==> src/pio_pkg.sv <==
// Purpose: Shared constants for the programmed I/O interface bus control logic.
// Assumes: 16-bit device register address and data on a 24-bit multiplexed bus.
// Notes: All offsets, widths, reset values and state codes live here.
package pio_pkg;

	// Width of the multiplexed address/data lines and of the data word.
	localparam int BUS_W = 24;
	localparam int DATA_W = 16;

	// Device register address layout.
	localparam int REG_LSB = 0;
	localparam int REG_W = 3;
	localparam int DEV_LSB = 3;
	localparam int DEV_W = 8;
	localparam int EXT_LSB = 11;
	localparam int EXT_W = 5;

	// Number of devices served and registers per device.
	localparam int NUM_DEV = 4;
	localparam int DEV_IDX_W = 2;
	localparam int NUM_REG = 8;
	localparam int STORE_ADDR_W = DEV_IDX_W + REG_W;
	localparam int STORE_DEPTH = NUM_DEV * NUM_REG;

	// Pin synchroniser depth.
	localparam int SYNC_STAGES = 3;

	// Values after reset. Handshake pins are active low, so idle is high.
	localparam logic PIN_IDLE = 1'h1;
	localparam logic [DATA_W-1:0] DATA_RESET = 16'h0000;
	localparam logic [BUS_W-1:0] BUS_RESET = 24'h000000;
	localparam logic [STORE_ADDR_W-1:0] STORE_ADDR_RESET = 5'h00;

	// Handshake sequencer states, one-hot.
	typedef enum logic [4:0] {
		ST_IDLE = 5'h01,
		ST_ADDR = 5'h02,
		ST_REQ = 5'h04,
		ST_DRIVE = 5'h08,
		ST_DONE = 5'h10
	} hs_state_type;

endpackage

==> src/reg_store.sv <==
// Purpose: Register storage for all device registers of the interface.
// Assumes: One write port and one read port on the same clock.
// Notes: Read data comes out of a register, one cycle after the address.
module reg_store (
	input wire logic clk,
	input wire logic sys_rst,
	input wire logic ce,
	input wire logic wr_en,
	input wire logic [pio_pkg::STORE_ADDR_W-1:0] wr_addr,
	input wire logic [pio_pkg::DATA_W-1:0] wr_data,
	input wire logic [pio_pkg::STORE_ADDR_W-1:0] rd_addr,
	output logic [pio_pkg::DATA_W-1:0] rd_data_q
);

	logic [pio_pkg::DATA_W-1:0] mem [pio_pkg::STORE_DEPTH];

	// Storage array is not reset; software sees undefined contents until written.
	always_ff @(posedge clk) begin
		if (ce && wr_en) begin
			mem[wr_addr] <= wr_data;
		end
	end

	// Registered read port.
	always_ff @(posedge clk) begin
		if (sys_rst) begin
			rd_data_q <= pio_pkg::DATA_RESET;
		end else if (ce) begin
			rd_data_q <= mem[rd_addr];
		end
	end

endmodule

==> src/pio_bus_interface.sv <==
// Purpose: Bus control logic of a multi-device programmed I/O interface module.
// Assumes: Handshake pins arrive asynchronously; straps are static while running.
// Notes: Serves four devices of eight registers each; all handshake pins active low.
// Operation
// [RQ1] CPU requests allocation and names the cycle type to its handshake logic.
// [RQ2] CPU sequencer waits until the handshake logic ends each bus phase.
// [RQ3] After addressing, CPU always sends the accumulator toward the write buffer.
// [RQ4] After the data phase, CPU always loads the data buffer into the accumulator.
// [RQ5] CPU handshake logic starts the cycle only after allocation acknowledge.
// [RQ6] CPU drives the address together with the address present strobe.
// [RQ7] CPU holds the address about 50 ns past the strobe edge.
// [RQ8] CPU drives accumulator data, then asserts transfer enable once valid.
// [RQ9] Output register: latch bus data on transfer enable, then assert transfer done.
// [RQ10] CPU captures bus lines on transfer done edge and restarts its sequencer.
// [RQ11] CPU negates transfer enable; interface then negates transfer done.
// [RQ12] Address phase and data phase start are identical for both directions.
// [RQ13] Input register: interface asserts input request after seeing transfer enable.
// [RQ14] CPU stops driving the bus before asserting input acknowledge.
// [RQ15] On input acknowledge drive the input register, then assert transfer done.
// [RQ16] CPU captures input data on the transfer done edge into its accumulator.
// [RQ17] Latch the bus address on the address present strobe leading edge.
// [RQ18] On transfer enable leading edge compare the latched device number.
// [RQ19] Only a matching interface acts; others stay fully passive.
// [RQ20] Matching interface decodes register bits to select exactly one register.
// [RQ21] One module serves up to four separate devices.
// [RQ22] Compare only with extended address bits 11 to 15 zero and enable active.
// [RQ23] Register select is a 3-to-8 decode, one line per register value.
// [RQ24] All handshake signals are active low.
// [RQ25] Release bus and negate input request once transfer enable is negated.
module pio_bus_interface (
	input wire logic clk,
	input wire logic sys_rst,
	input wire logic ce,
	input wire logic [pio_pkg::BUS_W-1:0] bus_lines_in,
	output logic [pio_pkg::BUS_W-1:0] bus_lines_out_q,
	output logic bus_lines_oe_q,
	input wire logic address_present_strobe_n,
	input wire logic io_transfer_enable_n,
	input wire logic input_acknowledge_n,
	output logic transfer_done_n_q,
	output logic input_request_n_q,
	input wire logic [pio_pkg::NUM_DEV*pio_pkg::DEV_W-1:0] device_numbers,
	input wire logic [pio_pkg::NUM_DEV*pio_pkg::NUM_REG-1:0] input_register_mask,
	input wire logic user_wr_valid,
	input wire logic [pio_pkg::STORE_ADDR_W-1:0] user_wr_addr,
	input wire logic [pio_pkg::DATA_W-1:0] user_wr_data,
	output logic user_wr_taken_q,
	output logic out_wr_valid_q,
	output logic [pio_pkg::STORE_ADDR_W-1:0] out_wr_addr_q,
	output logic [pio_pkg::DATA_W-1:0] out_wr_data_q
);

	// Decodes a register number into one select line per register.
	function automatic logic [pio_pkg::NUM_REG-1:0] reg_select(input logic [pio_pkg::REG_W-1:0] num);
		logic [pio_pkg::NUM_REG-1:0] sel;
		sel = '0;
		sel[num] = 1'h1;
		return sel;
	endfunction

	// Synchroniser chains for the three handshake pins and the bus lines.
	localparam int NUM_CTL = 3;
	logic [NUM_CTL-1:0] ctl_pins;
	logic [NUM_CTL-1:0] ctl_s1_q;
	logic [NUM_CTL-1:0] ctl_s2_q;
	logic [NUM_CTL-1:0] ctl_s3_q;
	logic [NUM_CTL-1:0] ctl_f_q;
	logic [pio_pkg::BUS_W-1:0] bus_s1_q;
	logic [pio_pkg::BUS_W-1:0] bus_s2_q;
	logic [pio_pkg::BUS_W-1:0] bus_s3_q;
	logic [pio_pkg::BUS_W-1:0] bus_f_q;
	logic apr_prev_q;
	logic en_prev_q;

	// Captured straps.
	logic [pio_pkg::NUM_DEV*pio_pkg::DEV_W-1:0] dev_num_q;
	logic [pio_pkg::NUM_DEV*pio_pkg::NUM_REG-1:0] in_mask_q;

	// Latched address and selection.
	logic [pio_pkg::DATA_W-1:0] addr_q;
	logic [pio_pkg::DEV_IDX_W-1:0] dev_idx_q;
	logic [pio_pkg::REG_W-1:0] reg_idx_q;

	pio_pkg::hs_state_type state_q;
	pio_pkg::hs_state_type state_d;

	// Filtered pin levels, active low on the wire.
	assign ctl_pins = {input_acknowledge_n, io_transfer_enable_n, address_present_strobe_n};
	wire apr_on = !ctl_f_q[0]; // RQ24
	wire en_on = !ctl_f_q[1]; // RQ24
	wire ack_on = !ctl_f_q[2]; // RQ24
	wire apr_rise = apr_on && !apr_prev_q;
	wire en_rise = en_on && !en_prev_q;

	// Four flops per pin; a new level counts once stages two and three agree.
	genvar gi;
	generate
		for (gi = 0; gi < NUM_CTL; gi++) begin : g_ctl_sync
			always_ff @(posedge clk) begin
				if (sys_rst) begin
					ctl_s1_q[gi] <= pio_pkg::PIN_IDLE;
					ctl_s2_q[gi] <= pio_pkg::PIN_IDLE;
					ctl_s3_q[gi] <= pio_pkg::PIN_IDLE;
					ctl_f_q[gi] <= pio_pkg::PIN_IDLE;
				end else if (ce) begin
					ctl_s1_q[gi] <= ctl_pins[gi];
					ctl_s2_q[gi] <= ctl_s1_q[gi];
					ctl_s3_q[gi] <= ctl_s2_q[gi];
					if (ctl_s2_q[gi] == ctl_s3_q[gi]) begin
						ctl_f_q[gi] <= ctl_s3_q[gi];
					end
				end
			end
		end
	endgenerate

	// Bus lines take the same path, so data and strobes line up in time.
	always_ff @(posedge clk) begin
		if (sys_rst) begin
			bus_s1_q <= pio_pkg::BUS_RESET;
			bus_s2_q <= pio_pkg::BUS_RESET;
			bus_s3_q <= pio_pkg::BUS_RESET;
			bus_f_q <= pio_pkg::BUS_RESET;
		end else if (ce) begin
			bus_s1_q <= bus_lines_in;
			bus_s2_q <= bus_s1_q;
			bus_s3_q <= bus_s2_q;
			if (bus_s2_q == bus_s3_q) begin
				bus_f_q <= bus_s3_q;
			end
		end
	end

	// Edge detection on the filtered levels.
	always_ff @(posedge clk) begin
		if (sys_rst) begin
			apr_prev_q <= 1'h0;
			en_prev_q <= 1'h0;
		end else if (ce) begin
			apr_prev_q <= apr_on;
			en_prev_q <= en_on;
		end
	end

	// Straps are caught while reset is held, so thumbwheel changes need a reset.
	always_ff @(posedge clk) begin
		if (sys_rst) begin
			dev_num_q <= device_numbers;
			in_mask_q <= input_register_mask;
		end
	end

	// Address fields of the latched address.
	wire [pio_pkg::EXT_W-1:0] ext_bits = addr_q[pio_pkg::EXT_LSB +: pio_pkg::EXT_W];
	wire [pio_pkg::DEV_W-1:0] dev_field = addr_q[pio_pkg::DEV_LSB +: pio_pkg::DEV_W];
	wire [pio_pkg::REG_W-1:0] reg_field = addr_q[pio_pkg::REG_LSB +: pio_pkg::REG_W];
	wire ext_zero = (ext_bits == '0);

	// One comparator per device served.
	logic [pio_pkg::NUM_DEV-1:0] dev_equal;
	generate
		for (gi = 0; gi < pio_pkg::NUM_DEV; gi++) begin : g_dev_cmp
			assign dev_equal[gi] = ext_zero && (dev_field == dev_num_q[gi*pio_pkg::DEV_W +: pio_pkg::DEV_W]); // RQ21 RQ22
		end
	endgenerate

	// Lowest matching device wins if two thumbwheels were set alike.
	logic [pio_pkg::DEV_IDX_W-1:0] match_idx;
	always_comb begin
		match_idx = '0;
		for (int i = pio_pkg::NUM_DEV - 1; i >= 0; i--) begin
			if (dev_equal[i]) begin
				match_idx = i[pio_pkg::DEV_IDX_W-1:0];
			end
		end
	end
	wire any_match = |dev_equal;

	// Direction comes from the selected register of the matching device.
	wire [pio_pkg::NUM_REG-1:0] reg_sel = reg_select(reg_field); // RQ20 RQ23
	wire [pio_pkg::NUM_REG-1:0] dev_in_mask = in_mask_q[match_idx*pio_pkg::NUM_REG +: pio_pkg::NUM_REG];
	wire sel_is_input = |(reg_sel & dev_in_mask); // RQ13

	// Decision points of the sequencer.
	wire start_xfer = (state_q == pio_pkg::ST_ADDR) && en_rise && any_match; // RQ18 RQ19 RQ22
	wire start_out = start_xfer && !sel_is_input;
	wire start_in = start_xfer && sel_is_input;
	wire bus_write = start_out; // RQ9

	// Sequencer next state.
	always_comb begin
		state_d = state_q;
		case (state_q)
			pio_pkg::ST_IDLE: begin
				if (apr_rise) begin
					state_d = pio_pkg::ST_ADDR;
				end
			end
			pio_pkg::ST_ADDR: begin
				if (apr_rise) begin
					state_d = pio_pkg::ST_ADDR;
				end else if (start_out) begin
					state_d = pio_pkg::ST_DONE; // RQ9
				end else if (start_in) begin
					state_d = pio_pkg::ST_REQ; // RQ13
				end else if (en_rise) begin
					state_d = pio_pkg::ST_IDLE; // RQ19
				end
			end
			pio_pkg::ST_REQ: begin
				if (ack_on) begin
					state_d = pio_pkg::ST_DRIVE; // RQ15
				end else if (!en_on) begin
					state_d = pio_pkg::ST_IDLE; // RQ25
				end
			end
			pio_pkg::ST_DRIVE: begin
				state_d = pio_pkg::ST_DONE; // RQ15
			end
			pio_pkg::ST_DONE: begin
				if (!en_on) begin
					state_d = pio_pkg::ST_IDLE; // RQ11
				end
			end
			default: begin
				state_d = pio_pkg::ST_IDLE;
			end
		endcase
	end

	always_ff @(posedge clk) begin
		if (sys_rst) begin
			state_q <= pio_pkg::ST_IDLE;
		end else if (ce) begin
			state_q <= state_d;
		end
	end

	// Every module latches the address at the strobe, not yet knowing its target.
	always_ff @(posedge clk) begin
		if (sys_rst) begin
			addr_q <= pio_pkg::DATA_RESET;
		end else if (ce && apr_rise && (state_q == pio_pkg::ST_IDLE || state_q == pio_pkg::ST_ADDR)) begin
			addr_q <= bus_f_q[pio_pkg::DATA_W-1:0]; // RQ17 RQ12
		end
	end

	// The selection is frozen for the whole data phase.
	always_ff @(posedge clk) begin
		if (sys_rst) begin
			dev_idx_q <= '0;
			reg_idx_q <= '0;
		end else if (ce && start_xfer) begin
			dev_idx_q <= match_idx; // RQ19
			reg_idx_q <= reg_field; // RQ20
		end
	end

	// Store write port: a bus write beats a user write, which then waits a cycle.
	wire user_go = user_wr_valid && !bus_write;
	wire store_we = bus_write || user_go;
	wire [pio_pkg::STORE_ADDR_W-1:0] bus_addr = {match_idx, reg_field};
	wire [pio_pkg::STORE_ADDR_W-1:0] store_wa = bus_write ? bus_addr : user_wr_addr;
	wire [pio_pkg::DATA_W-1:0] store_wd = bus_write ? bus_f_q[pio_pkg::DATA_W-1:0] : user_wr_data;
	wire [pio_pkg::DATA_W-1:0] store_rd;

	reg_store u_store (
		.clk(clk),
		.sys_rst(sys_rst),
		.ce(ce),
		.wr_en(store_we),
		.wr_addr(store_wa),
		.wr_data(store_wd),
		.rd_addr({dev_idx_q, reg_idx_q}),
		.rd_data_q(store_rd)
	);

	// User-side notice of writes taken and of registers written from the bus.
	always_ff @(posedge clk) begin
		if (sys_rst) begin
			user_wr_taken_q <= 1'h0;
			out_wr_valid_q <= 1'h0;
			out_wr_addr_q <= pio_pkg::STORE_ADDR_RESET;
			out_wr_data_q <= pio_pkg::DATA_RESET;
		end else if (ce) begin
			user_wr_taken_q <= user_go;
			out_wr_valid_q <= bus_write; // RQ9
			if (bus_write) begin
				out_wr_addr_q <= bus_addr;
				out_wr_data_q <= bus_f_q[pio_pkg::DATA_W-1:0];
			end
		end
	end

	// Handshake outputs. Transfer done follows the write or one cycle after data is driven.
	always_ff @(posedge clk) begin
		if (sys_rst) begin
			transfer_done_n_q <= pio_pkg::PIN_IDLE;
			input_request_n_q <= pio_pkg::PIN_IDLE;
		end else if (ce) begin
			if (start_out) begin
				transfer_done_n_q <= 1'h0; // RQ9 RQ24
			end else if (state_q == pio_pkg::ST_DRIVE) begin
				transfer_done_n_q <= 1'h0; // RQ15
			end else if (state_q == pio_pkg::ST_DONE && !en_on) begin
				transfer_done_n_q <= pio_pkg::PIN_IDLE; // RQ11
			end
			if (start_in) begin
				input_request_n_q <= 1'h0; // RQ13
			end else if (!en_on && (state_q == pio_pkg::ST_REQ || state_q == pio_pkg::ST_DONE)) begin
				input_request_n_q <= pio_pkg::PIN_IDLE; // RQ25
			end
		end
	end

	// Bus drive only after input acknowledge; the register read is already settled.
	always_ff @(posedge clk) begin
		if (sys_rst) begin
			bus_lines_out_q <= pio_pkg::BUS_RESET;
			bus_lines_oe_q <= 1'h0;
		end else if (ce) begin
			if (state_q == pio_pkg::ST_REQ && ack_on) begin
				bus_lines_out_q <= {{(pio_pkg::BUS_W - pio_pkg::DATA_W){1'b0}}, store_rd}; // RQ15
				bus_lines_oe_q <= 1'h1; // RQ15
			end else if (!en_on && state_q != pio_pkg::ST_DRIVE) begin
				bus_lines_oe_q <= 1'h0; // RQ25
			end
		end
	end

endmodule

==> config.mk <==
export PLATFORM = sky130hd
export DESIGN_NAME = pio_bus_interface
export DESIGN_NICKNAME = d
export VERILOG_FILES = /design/src/pio_pkg.sv /design/src/reg_store.sv /design/src/pio_bus_interface.sv
export SDC_FILE = /design/constraint.sdc
export NUM_CORES = 1
export LEC_CHECK = 0
export ABC_AREA = 1
export BUFFER_PORTS_ARGS = -buffer_cell sky130_fd_sc_hd__buf_2
export CAP_MARGIN = 10
export CORE_ASPECT_RATIO = 1.25
export CORE_UTILIZATION = 40
export DETAILED_ROUTE_END_ITERATION = 10
export SLEW_MARGIN = 15
export SYNTH_ARGS = -nofsm -noshare
export SYNTH_HDL_FRONTEND = slang
export SYNTH_SLANG_ARGS = --single-unit
==> constraint.sdc <==
create_clock -name clk -period 3.65 [get_ports clk]
set_clock_uncertainty 0.05 [all_clocks]
set_input_delay 0.5475 -clock clk [delete_from_list [all_inputs] [get_ports clk]]
set_output_delay 0.5475 -clock clk [all_outputs]
set_load 0.005 [all_outputs]
# Word level (Yosys, flattened, before mapping)
# Memory sizes are Yosys's and may differ from the RTL's. A register that Yosys moved wholly into a read port is not among the register bits.
# Index checks and enable logic that the tools add are counted.
# W data, S select, Z words.
# word_totals
mem_count	1
ff_bits	234
elab_cells	124
ram_bits	512
out_inout_bits	50
in_bits	116
# op_classes
bitwise_logic	1
magnitude_cmp	2
n_mux	25
n_eq_ne	16
n_reduce_logical	46
n_shift	1
# mem_list
name	words	word_bits	rd	rd_clocked_by_memory_dff	write_ports	line	rtl
u_store.mem	32	16	1	1	1	reg_store.sv:15	logic [pio_pkg::DATA_W-1:0] mem [pio_pkg::STORE_DEPTH];
# op_table
operator	count
$mux W5	8
$eq A8 B8 Y1	4
$shiftx A32 B6 Y8	1
$pmux W5 S5	1
$eq A24 B24 Y1	1
$logic_and A1 B1 Y1	20
$reduce_and A2 Y1	9
$mux W16	1
$mux W1	10
$and A8 B8 Y8	1
$mux W2	4
$reduce_or A8 Y1	1
$logic_not A1 Y1	7
$eq A5 B1 Y1 const B	1
$eq A5 B2 Y1 const B	1
$eq A5 B3 Y1 const B	1
$eq A5 B4 Y1 const B	1
$eq A5 B5 Y1 const B	1
$logic_not A5 Y1	1
$ne A5 B4 Y1 const B	1
$ne A5 B5 Y1 const B	1
$lt A3 B4 Y1 const B	1
$reduce_bool A2 Y1	2
$reduce_or A4 Y1	1
7 further kinds	11

# Logic depth before layout (Yosys ltp)
# depth
word_depth	17
mapped_depth	24
depth_no_buf	21

# Modules after synthesis
# From an unflattened synthesis, not the netlist that was laid out.
# hier_totals
hier_cells	2940
hier_area_um2	31071.0
# modules_own_cells
mod	cells_each	area_per_inst_um2	n_inst
reg_store	1801	21275.4	1
pio_bus_interface	1139	9795.6	1

# Least setup slack after synthesis
# OpenSTA, ideal clock, no wires.
# synth_path
path_kind	flip-flop to flip-flop
from	register addr_q[6] (netlist bit)
to	memory u_store.mem[0][0] (netlist bit), enable pin
n_path_buf	3
slack_ps	310
path_stages_with_launch	18
required_time_ps	3212
arrival_time_ps	2901
cell_sequence	dfxtp_1 buf_6 or2_1 a21oi_1 nand4_2 nand2_4 buf_6 nand3_1 nand3_1 nand2_1 nand2_1 nand2_1 nor2_4 buf_4 nand4_1 nand2_2 nand3_1 nor2_1
# synth_between
elab_chain_cells	17
# synth_lines
item	line	rtl
start, declared	pio_bus_interface.sv:80	logic [pio_pkg::DATA_W-1:0] addr_q;
start signal, assigned	pio_bus_interface.sv:242	addr_q <= pio_pkg::DATA_RESET;
start signal, assigned	pio_bus_interface.sv:244	addr_q <= bus_f_q[pio_pkg::DATA_W-1:0];
$eq A8 B8 Y1	pio_bus_interface.sv:163	assign dev_equal[gi] = ext_zero && (dev_field == dev_num_q[gi*pio_pkg::DEV_W +: pio_pkg::DEV_W]);
$logic_and A1 B1 Y1	pio_bus_interface.sv:163	
$mux W2 (4 in a row)	pio_bus_interface.sv:172	if (dev_equal[i]) begin
$shiftx A32 B6 Y8	pio_bus_interface.sv:181	wire [pio_pkg::NUM_REG-1:0] dev_in_mask = in_mask_q[match_idx*pio_pkg::NUM_REG +: pio_pkg::NUM_REG];
$and A8 B8 Y8	pio_bus_interface.sv:182	wire sel_is_input = |(reg_sel & dev_in_mask);
$reduce_or A8 Y1	pio_bus_interface.sv:182	
$logic_not A1 Y1	pio_bus_interface.sv:186	wire start_out = start_xfer && !sel_is_input;
$logic_and A1 B1 Y1	pio_bus_interface.sv:186	
$logic_not A1 Y1	pio_bus_interface.sv:260	wire user_go = user_wr_valid && !bus_write;
$logic_and A1 B1 Y1	pio_bus_interface.sv:260	
$logic_or A1 B1 Y1	pio_bus_interface.sv:261	wire store_we = bus_write || user_go;
$logic_and A1 B1 Y1	reg_store.sv:19	if (ce && wr_en) begin
$mux W1	reg_store.sv:19	
$mux W1 (implied by the code)	reg_store.sv:20	mem[wr_addr] <= wr_data;
end, declared	reg_store.sv:15	
# Parallel ways exist; a longest one is shown, timed or not.

# Worst setup path in the final report
# layout_path
from	register addr_q[6] (netlist bit)
to	memory u_store.mem[27][7] (netlist bit), enable pin
# The elaborated chain is that of the path after synthesis.

==> impl_results.md <==
* Cell mode on critical path: nand2_1
* Congestion Overflow GR at 0
* Clock sinks at 762
* CP top delay family: simple AND/OR/NAND/NOR gates
* CP Depth at 19
* Power Dens Cells at 514 mW/mm^2
* TritonRoute pass-1 iters at 5
* Seq/Total Area, Yosys at 69.4%
* Psw at 0.00378 W
* Internal power at 0.0143 W
* Clock period minus worst slack at 3530 ps
* Top-count cell post-synth: edfxtp_1
* Largest net degree at the start of global routing at 160
* Final max-slew violation count at 0
* Top-level I/O count at 166
* Vias in the first global route at 20,812
* Final setup fails at 0
* Gr usage total at 22.6%
* WS Path Type: flop to flop
* Row count at 112
* Clk root buf: clkbuf_16
* Area share of the largest cell type after synthesis at 57.1%
* Die H at 310 microns
* Required @ worst endpoint at 3920 ps
* Worst vdd ir at 0.421 mV
* CTS Hold Bufs at 0
* Gate power share at 3.8%
* Distinct cells, synth at 44
* Die area at 0.0769 sq mm
* Reg2Reg Depth at 19
* Clock power frac at 43.4%
* Worst R2R Start: addr_q[6]
* Die Span X at 248 microns
* Initial antenna violation count at 1
* Pre-CTS setup slack at -17.5 ps
* Total CTS buffers at 72
* Async S/R FF share, synth at 0%
* Clock Path Buffers at 3
* Pleak at 12.6 nW
* R2r endpoint: u_store.mem[27][7]
* DR WL/cell at 22.4 microns
* Buf/Inv on CP at 2
* CP peak stage delay at 490 ps
* Synth warn at 0
* Routability Congestion at 0.916
* Cells after Synth at 2,713
* Total wire length at 87.0 mm
* Hold/Removal Path Class: input port to flop
* Commonest cells post-synth: 576 x edfxtp_1, 520 x nor2_1, 461 x o21ai_0
* CTS tree: yes
* Max Cap Viol at 0
* Netlist Area Pre-Place at 0.0303 sq mm
* Worst setup EP type: flop
* Worst Hold End: dev_num_q[8]
* Post-detail-place hpwl at 56.6 mm
* Final Hold Vio Count at 0
* Drt drc at 0
* Core area at 0.0748 sq mm
* Via count at 21,368
* H-tree Lvls at 3
* Final worst-path cycle share at 96.6%
* P&R area growth vs syn at 16.4%
* Flops & latches, synth at 762
* Reg power frac at 52.8%
* Via density at 5.50
* Outcome: completed
* WHS Path Cells at 1
* Global-route wire length before repair at 128 mm
* CP max stage cell: dfxtp_1
* Setup WS post-layout at 125 ps
* Total Negative Setup Slacks at 0 ps
* Switching fraction of total power at 20.9%
* Share of cells above drive strength 1 at 14.8%
* Port bufs at 157
* EDFF count, synth at 576
* Arrival @ worst endpoint at 3800 ps
* Flop2flop setup slack at 120 ps
* Clk Latency, worst-skew pair at 620 ps
* Startpoint Class: flop
* Main area contributors after synthesis: edfxtp_1 57%, dfxtp_1 12%, o21ai_0 7.6%
* Final layout net count at 2,970
* HP Start: device_numbers[8]
* Rel. slew slack at 39.0%
* Syn Area/Cell at 11.2 sq um
* ANT nets after route at 0
* Max Freq at 0.284 GHz
* Worst slew pin tran at 915 ps
* Initial DRC Count at 1,988
* Initial Util at 40.5%
* Crit path max fanout at 17
* RSZ-0062 raised after global routing: true
* Ys flop type: edfxtp_1
* Crit-path cells: xnor2_1 -> nand2_1 -> nor2_1 -> nand3_1 -> nand2_2 -> nand2_4 -> nand2_8 -> nand2_1 -> nand3_1 -> nand2_1 -> nand2_1 -> nand2_1 -> nor2_4 -> buf_4 -> nand4_1 -> nand2_2 -> nand3_4 -> nor2_1 -> buf_12
* Clk slew on worst S/H paths at 60 ps
* Yosys top cell by area: edfxtp_1
layer usage:
layer / wire (microns) / share of wire (%) / track usage [%]
met5: 0 / 0 / 0
met4: 4320 / 5.0 / 11.8
met3: 5150 / 5.9 / 2.97
met2: 44200 / 51 / 39.4
met1: 33400 / 38 / 27.2
cell type report:
type	instances	area [sq um]
antenna	1	2.50
clock buffer	97	2100
clock inverter	35	398
fill	6818	39600
inverter	104	397
multi-input combinational	1663	8140
sequential	762	21000
tap	969	1210
timing repair buffer	251	1980
registers in the layout, summed over array words and instances, names as in the netlist, 2 cells and up:
name,cells
bus_s3_q,24
addr_q,16
ctl_s1_q,3
ctl_s2_q,3
out_wr_addr_q,5
ctl_f_q,3
out_wr_data_q,16
bus_lines_out_q,16
bus_f_q,16
ctl_s3_q,3
bus_s2_q,24
state_q,5
dev_num_q,32
bus_s1_q,24
dev_idx_q,2
reg_idx_q,3
u_store.mem,512
in_mask_q,32
u_store.rd_data_q,16
power by group through the flow:
stage | combinational [W] | clock (W) | sequential (W)
final | 0.000691 | 0.00787 | 0.00956
after global routing | 0.000757 | 0.00833 | 0.00957
after CTS | 0.000691 | 0.00802 | 0.00956
after detailed placement | 0.000688 | 0 | 0.00975
after global placement | 0.000678 | 0 | 0.00974
after floorplan | 0.000368 | 0 | 0.00972
cells in the final DEF (no fill, tap or decap), types with 9 or more instances in the layout:
cell	netlist	routed
nand4_1	15	15
buf_2	12	155
inv_2	7	9
a211oi_1	16	16
o21ai_0	461	461
buf_4	12	43
xor2_1	18	18
nand2_2	13	12
o22ai_1	148	148
nor3_1	15	15
xnor2_1	20	20
buf_6	5	20
clkbuf_16	0	78
clkbuf_1	157	11
nor2_1	520	515
nand3_2	7	9
nand3_1	63	61
clkinv_2	0	15
dfxtp_1	186	176
nand3b_1	10	10
a21oi_1	100	100
buf_12	0	33
o221ai_1	12	12
inv_1	93	91
nand2_1	196	196
edfxtp_1	576	576
cells by family (layout without fill, tap and decap cells):
kind of cell | after synthesis | count (layout) | share of synthesized area, %
AO/OA/AOI/OAI | 757 | 757 | 13.6
XOR/XNOR | 38 | 38 | 1.10
buffers and inverters | 295 | 487 | 3.98
flip-flops | 762 | 762 | 69.4
other | 1 | 9 | 0.0124
AND/OR/NAND/NOR | 860 | 860 | 11.9
how the worst max path moves through the flow:
stage,slack (ps),endpoint,start
2_1_floorplan,310,u_store.mem[0][0],addr_q[6]
3_3_place_gp,100,u_store.mem[16][14],addr_q[6]
3_5_place_dp,-20,u_store.mem[18][8],addr_q[6]
4_1_cts,50,u_store.mem[27][12],addr_q[6]
5_1_grt,-40,u_store.mem[25][12],dev_num_q[13]
6_report,120,u_store.mem[27][7],addr_q[6]
through the flow:
step / std cells / hold slack [ps] / instance area [sq um] / utilization [%] / power, W
after floorplan: 2720 / 379 / 30300 / - / 0.0101
after global placement: 3747 / 398 / 32600 / 43.6 / 0.0104
after detailed placement: 3747 / 397 / 32600 / 43.6 / 0.0104
after CTS: 3879 / 20.8 / 35100 / 46.9 / 0.0183
after global routing: 3882 / 32.9 / 35300 / 47.1 / 0.0187
final: 3882 / 51.8 / 35300 / 47.1 / 0.0181
timing repair:
action,CTS,global route
resized for setup,1,36
gates cloned,0,0
buffers inserted,0,2
pin swaps,0,1
endpoints found under the setup margin,64,521
Power figures use the tool's default switching activity.
